## config.mk

```make
export PLATFORM = sky130hd
export DESIGN_NAME = uart_line_modem_status
export DESIGN_NICKNAME = d
export VERILOG_FILES = /design/src/common/uart_status_pkg.sv /design/src/logic/pin_sync.sv /design/src/logic/rx_char_fifo.sv /design/src/logic/uart_line_modem_status.sv
export SDC_FILE = /design/constraint.sdc
export NUM_CORES = 1
export LEC_CHECK = 0
export CORE_MARGIN = 3
export CORE_UTILIZATION = 50
export CTS_CLUSTER_DIAMETER = 60
export DETAILED_ROUTE_END_ITERATION = 8
export DONT_BUFFER_PORTS = 1
export PLACE_DENSITY = 0.77
export SLEW_MARGIN = 20
export SYNTH_ARGS = -nofsm -noshare
export SYNTH_HDL_FRONTEND = slang
export SYNTH_HIERARCHICAL = 1
export SYNTH_SLANG_ARGS = --single-unit
export TNS_END_PERCENT = 100
```

## constraint.sdc

```tcl
create_clock -name clock -period 4.8 [get_ports clock]
set_input_delay 0.96 -clock clock [delete_from_list [all_inputs] [get_ports clock]]
set_output_delay 0.96 -clock clock [all_outputs]
set_load 0.01 [all_outputs]
```

## src/common/uart_status_pkg.sv

```systemverilog
// Constants for the line and modem status block of one serial channel
package uart_status_pkg;

    // Register offsets (host register index)
    localparam logic [3:0] OFS_RX_HOLD = 4'h0;
    localparam logic [3:0] OFS_LINE_STATUS = 4'h5;
    localparam logic [3:0] OFS_SECOND_RESUME = 4'h5;
    localparam logic [3:0] OFS_MODEM_STATUS = 4'h6;

    // Access keys
    localparam logic [7:0] ENHANCED_ACCESS_KEY = 8'hbf;
    localparam int LFC_DIVISOR_LATCH_BIT = 7;
    localparam int HOC_REG_SELECT_BIT = 2;
    localparam int SFS_SELECT_BIT = 2;
    localparam int HOC_LOOPBACK_BIT = 4;

    // Handshake output control bits looped back in loopback
    localparam int HOC_DTR_BIT = 0;
    localparam int HOC_RTS_BIT = 1;
    localparam int HOC_OUT1_BIT = 2;
    localparam int HOC_OUT2_BIT = 3;

    // Receive line status field positions
    localparam int LSR_DATA_READY_BIT = 0;
    localparam int LSR_OVERRUN_BIT = 1;
    localparam int LSR_PARITY_BIT = 2;

    // Modem status field positions
    localparam int MSR_CTS_DELTA_BIT = 0;
    localparam int MSR_DSR_DELTA_BIT = 1;
    localparam int MSR_RI_TRAIL_BIT = 2;
    localparam int MSR_CD_DELTA_BIT = 3;
    localparam int MSR_CTS_BIT = 4;
    localparam int MSR_DSR_BIT = 5;
    localparam int MSR_RI_BIT = 6;
    localparam int MSR_CD_BIT = 7;

    // Reset values and unmapped read value
    localparam logic [7:0] SECOND_RESUME_RESET = 8'h00;
    localparam logic [7:0] MODEM_STATUS_RESET = 8'h00;
    localparam logic [7:0] UNMAPPED_READ_VALUE = 8'h00;

    // Receive buffer shape
    localparam int RX_FIFO_DEPTH = 64;
    localparam int RX_CHAR_BITS = 8;

endpackage : uart_status_pkg

```

## src/logic/pin_sync.sv

```systemverilog
// Two-flop synchroniser for a group of asynchronous pins
`timescale 1ns/1ps
module pin_sync #(
    parameter int WIDTH = 1,
    parameter logic [WIDTH-1:0] IDLE = '1
) (
    // Clock and reset
    input wire logic clock,
    input wire logic rst_n,
    // Pins
    input wire logic [WIDTH-1:0] pin_async,
    output logic [WIDTH-1:0] pin_sync_q
);

    logic [WIDTH-1:0] meta_q;

    // Idle level at reset keeps the delta flags quiet after release
    always_ff @(posedge clock or negedge rst_n)
    begin
        if (!rst_n)
        begin
            meta_q <= IDLE;
            pin_sync_q <= IDLE;
        end
        else
        begin
            meta_q <= pin_async;
            pin_sync_q <= meta_q;
        end
    end

endmodule : pin_sync

```

## src/logic/rx_char_fifo.sv

```systemverilog
// Receive character buffer holding data with its parity flag
`timescale 1ns/1ps
module rx_char_fifo #(
    parameter int WIDTH = 9,
    parameter int DEPTH = 64
) (
    // Clock and reset
    input wire logic clock,
    input wire logic rst_n,
    input wire logic flush,
    // Write side
    input wire logic push,
    input wire logic [WIDTH-1:0] push_data,
    // Read side
    input wire logic pop,
    output logic [WIDTH-1:0] head_data,
    output logic empty,
    output logic full
);

    localparam int AW = $clog2(DEPTH);

    logic [WIDTH-1:0] mem [DEPTH];
    logic [AW-1:0] wr_ptr_q;
    logic [AW-1:0] rd_ptr_q;
    logic [AW:0] count_q;
    wire do_push = push && !full;
    wire do_pop = pop && !empty;

    assign empty = (count_q == '0);
    assign full = (count_q == (AW+1)'(DEPTH));
    assign head_data = mem[rd_ptr_q];

    always_ff @(posedge clock)
    begin
        if (do_push)
            mem[wr_ptr_q] <= push_data;
    end

    always_ff @(posedge clock or negedge rst_n)
    begin
        if (!rst_n)
        begin
            wr_ptr_q <= '0;
            rd_ptr_q <= '0;
            count_q <= '0;
        end
        else if (flush)
        begin
            wr_ptr_q <= '0;
            rd_ptr_q <= '0;
            count_q <= '0;
        end
        else
        begin
            if (do_push)
                wr_ptr_q <= wr_ptr_q + AW'(1);
            if (do_pop)
                rd_ptr_q <= rd_ptr_q + AW'(1);
            if (do_push && !do_pop)
                count_q <= count_q + (AW+1)'(1);
            else if (do_pop && !do_push)
                count_q <= count_q - (AW+1)'(1);
        end
    end

endmodule : rx_char_fifo

```

## src/logic/uart_line_modem_status.sv

```systemverilog
// Receive line status, second resume character and modem status of one channel
//
// Summary of operation
// - Parity flag follows the next unread character
// - Overrun flag sets on arrival into full buffer
// - Character arriving at full buffer is dropped
// - Data ready while buffer holds a character
// - Second resume character behind 0xbf key
// - Second resume character cleared by power-on only
// - Modem status at offset 6, reset zero
// - Bit 7 is carrier, or out2 in loopback
// - Bit 6 is ring, or out1 in loopback
// - Bit 5 is data set ready, or DTR
// - Bit 4 is clear to send, or RTS
// - Bit 3 sets on any carrier change
// - Bit 2 sets on ring pin rising only
// - Bit 1 sets on any data set change
// - Bit 0 sets on any clear-to-send change
// - Change flag and enable raise modem interrupt
// - Loopback joins transmit to receive, outputs to inputs
`timescale 1ns/1ps
module uart_line_modem_status
    import uart_status_pkg::*;
#(
    parameter int FIFO_DEPTH = RX_FIFO_DEPTH
) (
    // Clock, power-on reset and software reset
    input wire logic clock,
    input wire logic arst_n,
    input wire logic soft_reset,
    // Host register port
    input wire logic [3:0] reg_addr,
    input wire logic reg_rd,
    input wire logic reg_wr,
    input wire logic [7:0] reg_wdata,
    output logic [7:0] reg_rdata_q,
    output logic reg_rvalid_q,
    // Control registers held elsewhere in the channel
    input wire logic [7:0] line_format_control,
    input wire logic [7:0] handshake_output_control,
    input wire logic [7:0] special_function_select,
    input wire logic modem_irq_enable,
    // Received characters from the deserialiser
    input wire logic rx_char_valid,
    input wire logic [7:0] rx_char_data,
    input wire logic rx_char_parity_err,
    // Serial data path
    input wire logic tx_serial,
    input wire logic rx_pin,
    output logic rx_serial_q,
    // Modem handshake pins, active low
    input wire logic carrier_detect_in_n,
    input wire logic ring_indicator_in_n,
    input wire logic data_set_ready_in_n,
    input wire logic clear_to_send_in_n,
    // Status outputs
    output logic [7:0] receive_line_status_q,
    output logic [7:0] modem_line_status_q,
    output logic modem_status_irq_q
);

    ////////////////////////////////////////////////////////////////////////
    // Reset release

    logic rst_meta_q;
    logic rst_n;

    always_ff @(posedge clock or negedge arst_n)
    begin
        if (!arst_n)
        begin
            rst_meta_q <= 1'b0;
            rst_n <= 1'b0;
        end
        else
        begin
            rst_meta_q <= 1'b1;
            rst_n <= rst_meta_q;
        end
    end

    ////////////////////////////////////////////////////////////////////////
    // Helpers

    function automatic logic changed(input logic old_v, input logic new_v);
        changed = old_v ^ new_v;
    endfunction : changed

    ////////////////////////////////////////////////////////////////////////
    // Pin synchronisers

    logic [4:0] pins_q;
    wire cd_pin_n = pins_q[0];
    wire ri_pin_n = pins_q[1];
    wire dsr_pin_n = pins_q[2];
    wire cts_pin_n = pins_q[3];
    wire rx_pin_s = pins_q[4];

    pin_sync #(
        .WIDTH(5),
        .IDLE(5'h1f)
    ) u_pin_sync (
        .clock(clock),
        .rst_n(rst_n),
        .pin_async({rx_pin, clear_to_send_in_n, data_set_ready_in_n,
            ring_indicator_in_n, carrier_detect_in_n}),
        .pin_sync_q(pins_q)
    );

    ////////////////////////////////////////////////////////////////////////
    // Register decode

    wire loopback = handshake_output_control[HOC_LOOPBACK_BIT];
    wire lfc_normal = !line_format_control[LFC_DIVISOR_LATCH_BIT];
    wire enhanced_key = (line_format_control == ENHANCED_ACCESS_KEY);
    wire sfs_clear = !special_function_select[SFS_SELECT_BIT];
    wire hoc_msr_sel = !handshake_output_control[HOC_REG_SELECT_BIT];

    // Key access shadows the line status at the same offset
    wire sel_second_resume = enhanced_key && sfs_clear
        && (reg_addr == OFS_SECOND_RESUME);
    wire sel_line_status = lfc_normal && (reg_addr == OFS_LINE_STATUS);
    wire sel_modem_status = lfc_normal && hoc_msr_sel && sfs_clear
        && (reg_addr == OFS_MODEM_STATUS);
    wire sel_rx_hold = lfc_normal && (reg_addr == OFS_RX_HOLD);

    wire rd_line_status = reg_rd && sel_line_status;
    wire rd_modem_status = reg_rd && sel_modem_status;
    wire rd_rx_hold = reg_rd && sel_rx_hold;
    wire wr_second_resume = reg_wr && sel_second_resume;

    ////////////////////////////////////////////////////////////////////////
    // Receive buffer and line status

    logic [8:0] head;
    logic fifo_empty;
    logic fifo_full;
    logic overrun_q;

    // A full buffer refuses the push, so the new character is lost
    wire push_char = rx_char_valid && !fifo_full;
    wire overrun_event = rx_char_valid && fifo_full;

    rx_char_fifo #(
        .WIDTH(RX_CHAR_BITS + 1),
        .DEPTH(FIFO_DEPTH)
    ) u_rx_fifo (
        .clock(clock),
        .rst_n(rst_n),
        .flush(soft_reset),
        .push(push_char),
        .push_data({rx_char_parity_err, rx_char_data}),
        .pop(rd_rx_hold),
        .head_data(head),
        .empty(fifo_empty),
        .full(fifo_full)
    );

    // Arrival in the read cycle still leaves the flag set
    always_ff @(posedge clock or negedge rst_n)
    begin
        if (!rst_n)
            overrun_q <= 1'b0;
        else if (soft_reset)
            overrun_q <= 1'b0;
        else if (overrun_event)
            overrun_q <= 1'b1;
        else if (rd_line_status)
            overrun_q <= 1'b0;
    end

    logic [7:0] line_status_d;

    always_comb
    begin
        line_status_d = 8'h00;
        line_status_d[LSR_DATA_READY_BIT] = !fifo_empty;
        line_status_d[LSR_OVERRUN_BIT] = overrun_q;
        // Empty buffer has no next character, so no parity error
        line_status_d[LSR_PARITY_BIT] = !fifo_empty && head[8];
    end

    ////////////////////////////////////////////////////////////////////////
    // Second resume character

    logic [7:0] second_resume_char_q;

    // Software reset deliberately absent: only power-on clears it
    always_ff @(posedge clock or negedge rst_n)
    begin
        if (!rst_n)
            second_resume_char_q <= SECOND_RESUME_RESET;
        else if (wr_second_resume)
            second_resume_char_q <= reg_wdata;
    end

    ////////////////////////////////////////////////////////////////////////
    // Modem status

    logic [3:0] state_d;
    logic [3:0] state_q;
    logic [3:0] delta_q;
    logic ri_pin_prev_q;
    logic state_valid_q;

    // Live input state, pins inverted or control bits in loopback
    always_comb
    begin
        if (loopback)
        begin
            state_d[3] = handshake_output_control[HOC_OUT2_BIT];
            state_d[2] = handshake_output_control[HOC_OUT1_BIT];
            state_d[1] = handshake_output_control[HOC_DTR_BIT];
            state_d[0] = handshake_output_control[HOC_RTS_BIT];
        end
        else
        begin
            state_d[3] = !cd_pin_n;
            state_d[2] = !ri_pin_n;
            state_d[1] = !dsr_pin_n;
            state_d[0] = !cts_pin_n;
        end
    end

    // Ring flag: ring input low to high, seen as status going 1 to 0
    wire cd_change = state_valid_q && changed(state_q[3], state_d[3]);
    wire ri_trail = state_valid_q && state_q[2] && !state_d[2];
    wire dsr_change = state_valid_q && changed(state_q[1], state_d[1]);
    wire cts_change = state_valid_q && changed(state_q[0], state_d[0]);

    logic [3:0] delta_set;
    assign delta_set = {cd_change, ri_trail, dsr_change, cts_change};

    always_ff @(posedge clock or negedge rst_n)
    begin
        if (!rst_n)
        begin
            state_q <= 4'h0;
            ri_pin_prev_q <= 1'b1;
            state_valid_q <= 1'b0;
        end
        else
        begin
            state_q <= state_d;
            ri_pin_prev_q <= ri_pin_n;
            state_valid_q <= !soft_reset;
        end
    end

    // A change in the read cycle survives the clear
    always_ff @(posedge clock or negedge rst_n)
    begin
        if (!rst_n)
            delta_q <= 4'h0;
        else if (soft_reset)
            delta_q <= 4'h0;
        else if (rd_modem_status)
            delta_q <= delta_set;
        else
            delta_q <= delta_q | delta_set;
    end

    wire [7:0] modem_status_d = {state_q, delta_q};

    ////////////////////////////////////////////////////////////////////////
    // Read data

    logic [7:0] rdata_d;

    always_comb
    begin
        if (sel_second_resume)
            rdata_d = second_resume_char_q;
        else if (sel_line_status)
            rdata_d = line_status_d;
        else if (sel_modem_status)
            rdata_d = modem_status_d;
        else if (sel_rx_hold)
            rdata_d = head[7:0];
        else
            rdata_d = UNMAPPED_READ_VALUE;
    end

    always_ff @(posedge clock or negedge rst_n)
    begin
        if (!rst_n)
        begin
            reg_rdata_q <= 8'h00;
            reg_rvalid_q <= 1'b0;
        end
        else
        begin
            reg_rvalid_q <= reg_rd;
            if (reg_rd)
                reg_rdata_q <= rdata_d;
        end
    end

    ////////////////////////////////////////////////////////////////////////
    // Status outputs and loopback path

    always_ff @(posedge clock or negedge rst_n)
    begin
        if (!rst_n)
        begin
            receive_line_status_q <= 8'h00;
            modem_line_status_q <= MODEM_STATUS_RESET;
            modem_status_irq_q <= 1'b0;
            rx_serial_q <= 1'b1;
        end
        else
        begin
            receive_line_status_q <= line_status_d;
            modem_line_status_q <= modem_status_d;
            modem_status_irq_q <= modem_irq_enable && (|delta_q);
            // Transmit wraps to receive; the receive pin is ignored
            rx_serial_q <= loopback ? tx_serial : rx_pin_s;
        end
    end

endmodule : uart_line_modem_status

```

==> run_results.csv, run 1 <==
group,metric,value,unit
routing,drtIter0Drc,1349,
place,port_buffers,0,
routing,wl_per_cell,27.5,um
clock_tree,cts_sinks,647,
routing,drc,0,
logic_synthesis,yosysTopAreaCell,"edfxtp_1",
power_and_ir_drop,powerDensity,414,mW/mm^2
floorplan,core,0.0503,sq mm
logic_synthesis,synthMuxAreaShare,14.4,%
sta,slew_viol_final,0,
global_routing,grt_remaining_overflow,0,
power_and_ir_drop,p_total,0.0117,W
routing,ant_nets,0,
logic_synthesis,avgSynthCellArea,19.2,sq um
floorplan,pin_count,85,
clock_tree,clk_latency,0.60,ns
floorplan,start_util,50.8,%
routing,dr.pass1.iters,5,
logic_synthesis,synth_compound_area_share,4.09,%
logic_synthesis,syn_inst,1331,
setup_path,cp_max_fo,18,
sta,fin_skew,0.0229,ns
floorplan,die_h,232,um
setup_path,crit_path_end_kind,"register",
routing,vias_per_cell,6.29,
power_and_ir_drop,power.leakage,8.89,nW
logic_synthesis,synth-edff-count,576,
routing,vias,13100,
clock_tree,clockRootBuffer,"clkbuf_16",
global_routing,grt_pass1_wl,84.9,mm
global_routing,groute.usage.overall,21.4,%
sta,final.min_clock_period,3.70,ns
sta,finalHoldViolations,0,
min_path,hp-class,"in -> async",
sta,fmax,270,MHz
sta,rsz0062_at_grt,"false",
setup_path,worstPathRequired,5.26,ns
sta,finalSetupViolCount,0,
final_layout,post-route-cell-area,0.0283,sq mm
logic_synthesis,ys_seq_area_share,74.8,%
sta,worst_pin_slew,1.01,ns
clock_tree,post_cts_resized,0,
final_layout,final_util,56.3,%
logic_synthesis,synth_area,0.0255,sq mm
sta,fin_crit_sh,77.1,%
place,hpwl,33.1,mm
final_layout,nets,1425,
floorplan,fp.dieW,232,um
clock_tree,htree_levels,3,
place,dpl-instance-area,0.0262,sq mm
final_layout,syn2layout_area_growth,11.0,%
setup_path,worstSetupPathType,"reg -> reg",
logic_synthesis,async_flop_share,11.0,%
logic_synthesis,synth-seq-cells,647,
sta,tns,0,ns
clock_tree,clkTransAtPathRegs,0.06,ns
setup_path,cp-start-kind,"register",
logic_synthesis,ys_warn_count,6,
final_layout,drive_gt1_share,20.5,%
floorplan,num_rows,82,
clock_tree,cts_tree,"built",
clock_tree,cts_buffers,66,
floorplan,die_area,0.0538,sq mm
clock_tree,hold_buffers,0,
logic_synthesis,synth_top_family_by_area,"multiplexers",
clock_tree,clk_path_buf_depth,3,
global_routing,antenna_found_initial,1,
global_routing,first_global_vias,13100,
logic_synthesis,yosys-top-cells-area,"edfxtp_1 (68%), mux4_2 (9.6%), dfrtp_1 (5.9%), mux2i_1 (3.8%), nor2_1 (1.5%)",
run,maxCapViolCount,0,
logic_synthesis,synth_top_area_share,67.8,%
global_routing,grt_max_degree,71,
sta,maxSlewHeadroom,32.2,%
final_layout,antennaDiodeCount,0,
place,gp_congestion,0.867,
status,status,"completed",
routing,finalWirelength,57.1,mm
logic_synthesis,synthDistinctLibCells,73,
clock_tree,cts_setup_buffers,0,
power_and_ir_drop,ir_worst_vdd,0.217,mV
logic_synthesis,synth_ff_type,"edfxtp_1",
logic_synthesis,synth_fa_ha_area_share,0.471,%
logic_synthesis,synthSimpleGateAreaFrac,3.80,%
setup_path,crit_arrival,4.16,ns
logic_synthesis,synth-xor-area-share,0.549,%
## cells by family (layout without fill, tap and decap cells)
logic type / after synthesis / in the layout
other: 2 / 6
AO/OA/AOI/OAI: 139 / 139
flip-flops: 647 / 647
XOR/XNOR: 16 / 16
buffers and inverters: 87 / 160
adder cells (fa/ha/maj): 9 / 9
multiplexers: 228 / 228
AND/OR/NAND/NOR: 203 / 203
## flip-flops by register name, indices dropped and copies added (netlist names), 6 cells and up
name                  flops
u_rx_fifo/wr_ptr_q        6
second_resume_char_q      8
modem_line_status_q       8
u_rx_fifo/count_q         7
u_rx_fifo/rd_ptr_q        6
reg_rdata_q               8
u_rx_fifo/mem           576
## layout make-up
class | instances | area (sq um)
clock buffers | 88 | 1920
clock inverters | 30 | 208
fillers | 3638 | 22000
inverters | 18 | 67.6
multi-input cells | 601 | 5970
flip-flops and latches | 647 | 19100
well taps | 672 | 841
repair buffers | 24 | 218
## synth_stat cells (6+ instances only)
| cell type | instances |
|---|---|
| a21oi_1 | 13 |
| mux4_2 | 109 |
| o22ai_1 | 39 |
| buf_2 | 20 |
| nor2_1 | 102 |
| a22o_1 | 11 |
| xnor2_1 | 7 |
| edfxtp_1 | 576 |
| nand3_1 | 6 |
| dfstp_2 | 11 |
| buf_4 | 14 |
| buf_6 | 8 |
| ha_1 | 8 |
| mux2_2 | 22 |
| a211o_1 | 12 |
| mux2i_1 | 97 |
| o31ai_1 | 6 |
| a31oi_1 | 8 |
| a211oi_1 | 10 |
| clkbuf_1 | 19 |
| buf_1 | 7 |
| dfrtp_1 | 60 |
| a22oi_1 | 6 |
| xor2_1 | 9 |
| nor3_1 | 9 |
| nor2b_1 | 8 |
| nand2_1 | 44 |
| inv_1 | 17 |
## where the power goes
part	switching [W]	internal, W	total (W)
logic	0.000264	0.000171	0.000435
clock network	0.00207	0.00292	0.00499
registers	0.0000789	0.00622	0.00630
## through the flow
step	hold slack [ns]	std cells	setup slack [ns]
final	0.0625	2080	1.10
after global routing	0.0453	2080	0.934
after CTS	0.0327	2080	1.16
after detailed placement	0.298	1962	0.662
after global placement	0.282	1962	0.744
after floorplan	0.331	1335	1.20
## per-layer routing
layer / wire (um) / up-vias / track usage [%] / share of wire (%)
met2: 27000 / 760 / 33.1 / 47
li1: - / 5415 / - / -
met3: 6140 / 135 / 5.41 / 11
met5: 13 / - / 0 / 0.023
met1: 21900 / 6778 / 29.3 / 38
met4: 2150 / 2 / 8.79 / 3.8
## worst max-delay path, cell delays in order (launching register included)
cell and delay (ns):
dfrtp_4 0.67, buf_4 0.35, mux4_2 0.58, mux2i_1 0.18
nor2_1 0.07, a2111oi_1 0.67, nor3_1 0.28, a22o_1 0.28
a22o_1 0.20, a221o_1 0.27
## path summary, 6_finish.rpt
check / start / to / slack (ns) / depth (start not counted)
min reg2reg: rst_n / modem_line_status_q[0] / 0.28 / 0
max reg2reg: u_rx_fifo/rd_ptr_q[0] / reg_rdata_q[2] / 1.10 / 9
max: u_rx_fifo/rd_ptr_q[0] / reg_rdata_q[2] / 1.10 / 9
min in group clock: u_pin_sync/meta_q[4] / u_pin_sync/pin_sync_q[4] / 0.36 / 0
min: arst_n / rst_n / 0.06 / 0
max in group asynchronous: rst_n / u_rx_fifo/rd_ptr_q[1] / 3.49 / 1
## cell usage in the layout, fill, tap and decap left out, drive strengths merged, types with 7 or more instances in the layout
cell	synthesis	layout
xnor2	7	7
nor2b	8	8
buf	50	24
a211o	12	12
a221o	8	8
ha	8	8
a22o	11	11
clkbuf	19	88
nor2	104	104
clkinv	0	22
xor2	9	9
mux4	109	109
a21oi	13	13
a31oi	9	9
a211oi	10	10
edfxtp	576	576
dfstp	11	11
dfrtp	60	60
nand3	7	7
mux2	22	22
nand2	44	44
o22ai	39	39
mux2i	97	97
nor3	10	10
inv	18	21
(Power assumes the default switching activity.)
==> run 2: changes to the inputs <==
==> constraint.sdc (replaced) <==
create_clock -name clock -period 3.82 [get_ports clock]
set_input_delay 0.764 -clock clock [delete_from_list [all_inputs] [get_ports clock]]
set_output_delay 0.764 -clock clock [all_outputs]
set_load 0.01 [all_outputs]
==> run_results.csv, run 2 (same netlist as run 1, synthesis figures left out) <==
group,metric,value,unit
sta,fmax,288,MHz
power_and_ir_drop,p_total,0.0148,W
final_layout,num-fill-cells,3580,
place,port_buffers,0,
setup_path,reg2reg_slack,0.35,ns
setup_path,path_cells,"nor4_4, nand2_1, nor2_1, nor2b_1, inv_1, a31oi_4, nand2_1, buf_4, ha_1, o21ai_0, o21bai_1, a21oi_1, mux2i_1, mux2_2",
final_layout,layout_common_cells,"edfxtp_1 (576), mux4_2 (109), nor2_1 (102)",
clock_tree,clkTransAtPathRegs,0.06,ns
global_routing,first_global_vias,13400,
min_path,hold_end,"u_pin_sync/meta_q[4]",
status,status,"completed",
setup_path,cpLargestDelayFamily,"simple AND/OR/NAND/NOR gates",
final_layout,multi_input_area,0.00597,sq mm
clock_tree,clk_latency,0.62,ns
power_and_ir_drop,ir_worst_vdd,0.320,mV
place,gp_congestion,0.889,
run,maxCapViolCount,0,
min_path,worstHoldPathCells,0,
setup_path,cp-start-kind,"register",
clock_tree,clk_path_buf_depth,3,
global_routing,use_met3,5.07,%
setup_path,cpPeakStageDelay,0.44,ns
floorplan,pin_count,85,
clock_tree,cts_sinks,647,
final_layout,final_common_cell,"edfxtp_1",
sta,finalHoldViolations,0,
floorplan,die_area,0.0538,sq mm
final_layout,largest_reg_flops,576,
global_routing,grt_max_degree,65,
clock_tree,htree_levels,3,
routing,drc,0,
routing,drtIter0Drc,1576,
routing,dr.pass1.iters,5,
floorplan,fp.dieW,232,um
setup_path,crit_arrival,3.95,ns
floorplan,core,0.0503,sq mm
setup_path,rr_worst_depth,14,
floorplan,num_rows,82,
sta,fin_crit_sh,90.9,%
setup_path,critPathBufInv,2,
routing,wl_per_cell,26.4,um
final_layout,syn2layout_area_growth,13.2,%
setup_path,rr_startpoint,"u_rx_fifo/count_q[2]",
power_and_ir_drop,powerDensity,510,mW/mm^2
routing,vias,13300,
global_routing,groute.usage.overall,21.4,%
setup_path,cp_slowest_cell,"dfrtp_1",
global_routing,use_met2,32.7,%
sta,rsz0062_at_grt,"false",
clock_tree,post_cts_resized,0,
routing,ant_nets,0,
floorplan,start_util,50.8,%
clock_tree,cts_tree,"built",
setup_path,r2r-end,"u_rx_fifo/count_q[6]",
setup_path,cp_max_fo,7,
power_and_ir_drop,power.leakage,9.25,nW
sta,final.min_clock_period,3.47,ns
routing,finalWirelength,56.6,mm
sta,maxSlewHeadroom,38.4,%
setup_path,crit_path_end_kind,"register",
global_routing,antenna_found_initial,1,
final_layout,nets,1496,
routing,vias_per_cell,6.20,
final_layout,final_util,57.5,%
floorplan,die_h,232,um
sta,fin_skew,0.0302,ns
global_routing,grt_remaining_overflow,0,
min_path,hp-class,"in -> reg",
sta,tns,0,ns
global_routing,use_met1,29.7,%
global_routing,gr-max-usage-layer,"met2",
place,hpwl,33.9,mm
clock_tree,cts_buffers,66,
final_layout,drive_gt1_share,23.7,%
clock_tree,clockRootBuffer,"clkbuf_16",
setup_path,worstSetupPathType,"reg -> reg",
final_layout,final-seq-area,0.0191,sq mm
final_layout,largest-register,"u_rx_fifo/mem",
min_path,min_from,"rx_pin",
sta,slew_viol_final,0,
setup_path,crit_path_frequent_cell,"nand2_1",
global_routing,grt_pass1_wl,85.0,mm
sta,finalSetupViolCount,0,
setup_path,worstPathRequired,4.30,ns
sta,worst_pin_slew,0.921,ns
==> run 2: how the worst max path moves through the flow <==
stage,startpoint,endpoint,slack [ns],cells past startpoint
3_5_place_dp,reg_addr[0],u_rx_fifo/count_q[6],0.28,12
2_1_floorplan,reg_addr[0],u_rx_fifo/count_q[6],0.42,13
3_3_place_gp,reg_addr[0],u_rx_fifo/count_q[6],0.32,12
4_1_cts,u_rx_fifo/count_q[3],u_rx_fifo/count_q[6],0.39,14
6_report,u_rx_fifo/count_q[2],u_rx_fifo/count_q[6],0.35,14
5_1_grt,u_rx_fifo/count_q[2],u_rx_fifo/count_q[6],0.12,15
==> run 2: per-layer routing <==
metal  routed length, um  part of all wire, %
met1               22000                   39
met2               26300                   46
met3                6030                   11
met4                2340                  4.1
met5                   0                    0
==> run 2: area by class of cell <==
type                    count  share of cell area, %
clock buffers              87                   6.17
well taps                 672                   2.91
repair buffers             95                   2.87
flip-flops and latches    647                   66.1
clock inverters            28                   1.08
inverters                  18                  0.234
multi-input cells         601                   20.7
diodes                      1                0.00866
==> run 2: timing repair <==
item,in CTS,in global routing
hold endpoints to repair,2,0
endpoints found under the setup margin,0,0
buffers inserted,0,0
hold buffers,1,0
==> run 2: power breakdown <==
part | switching (W) | internal [W]
combinational | 0.000334 | 0.000231
sequential | 0.0000996 | 0.00782
clock | 0.00263 | 0.00365
total | 0.00306 | 0.0117
==> run 2: stage by stage <==
step                      cell area [sq um]  cells  hold slack [ns]  worst slack, ns
final                                 28900   2149            0.167            0.347
after global routing                  28900   2148            0.136            0.122
after CTS                             28900   2148            0.128            0.392
after detailed placement              26800   2032            0.343            0.279
after global placement                26800   2032            0.341            0.324
after floorplan                       25500   1335            0.331            0.418
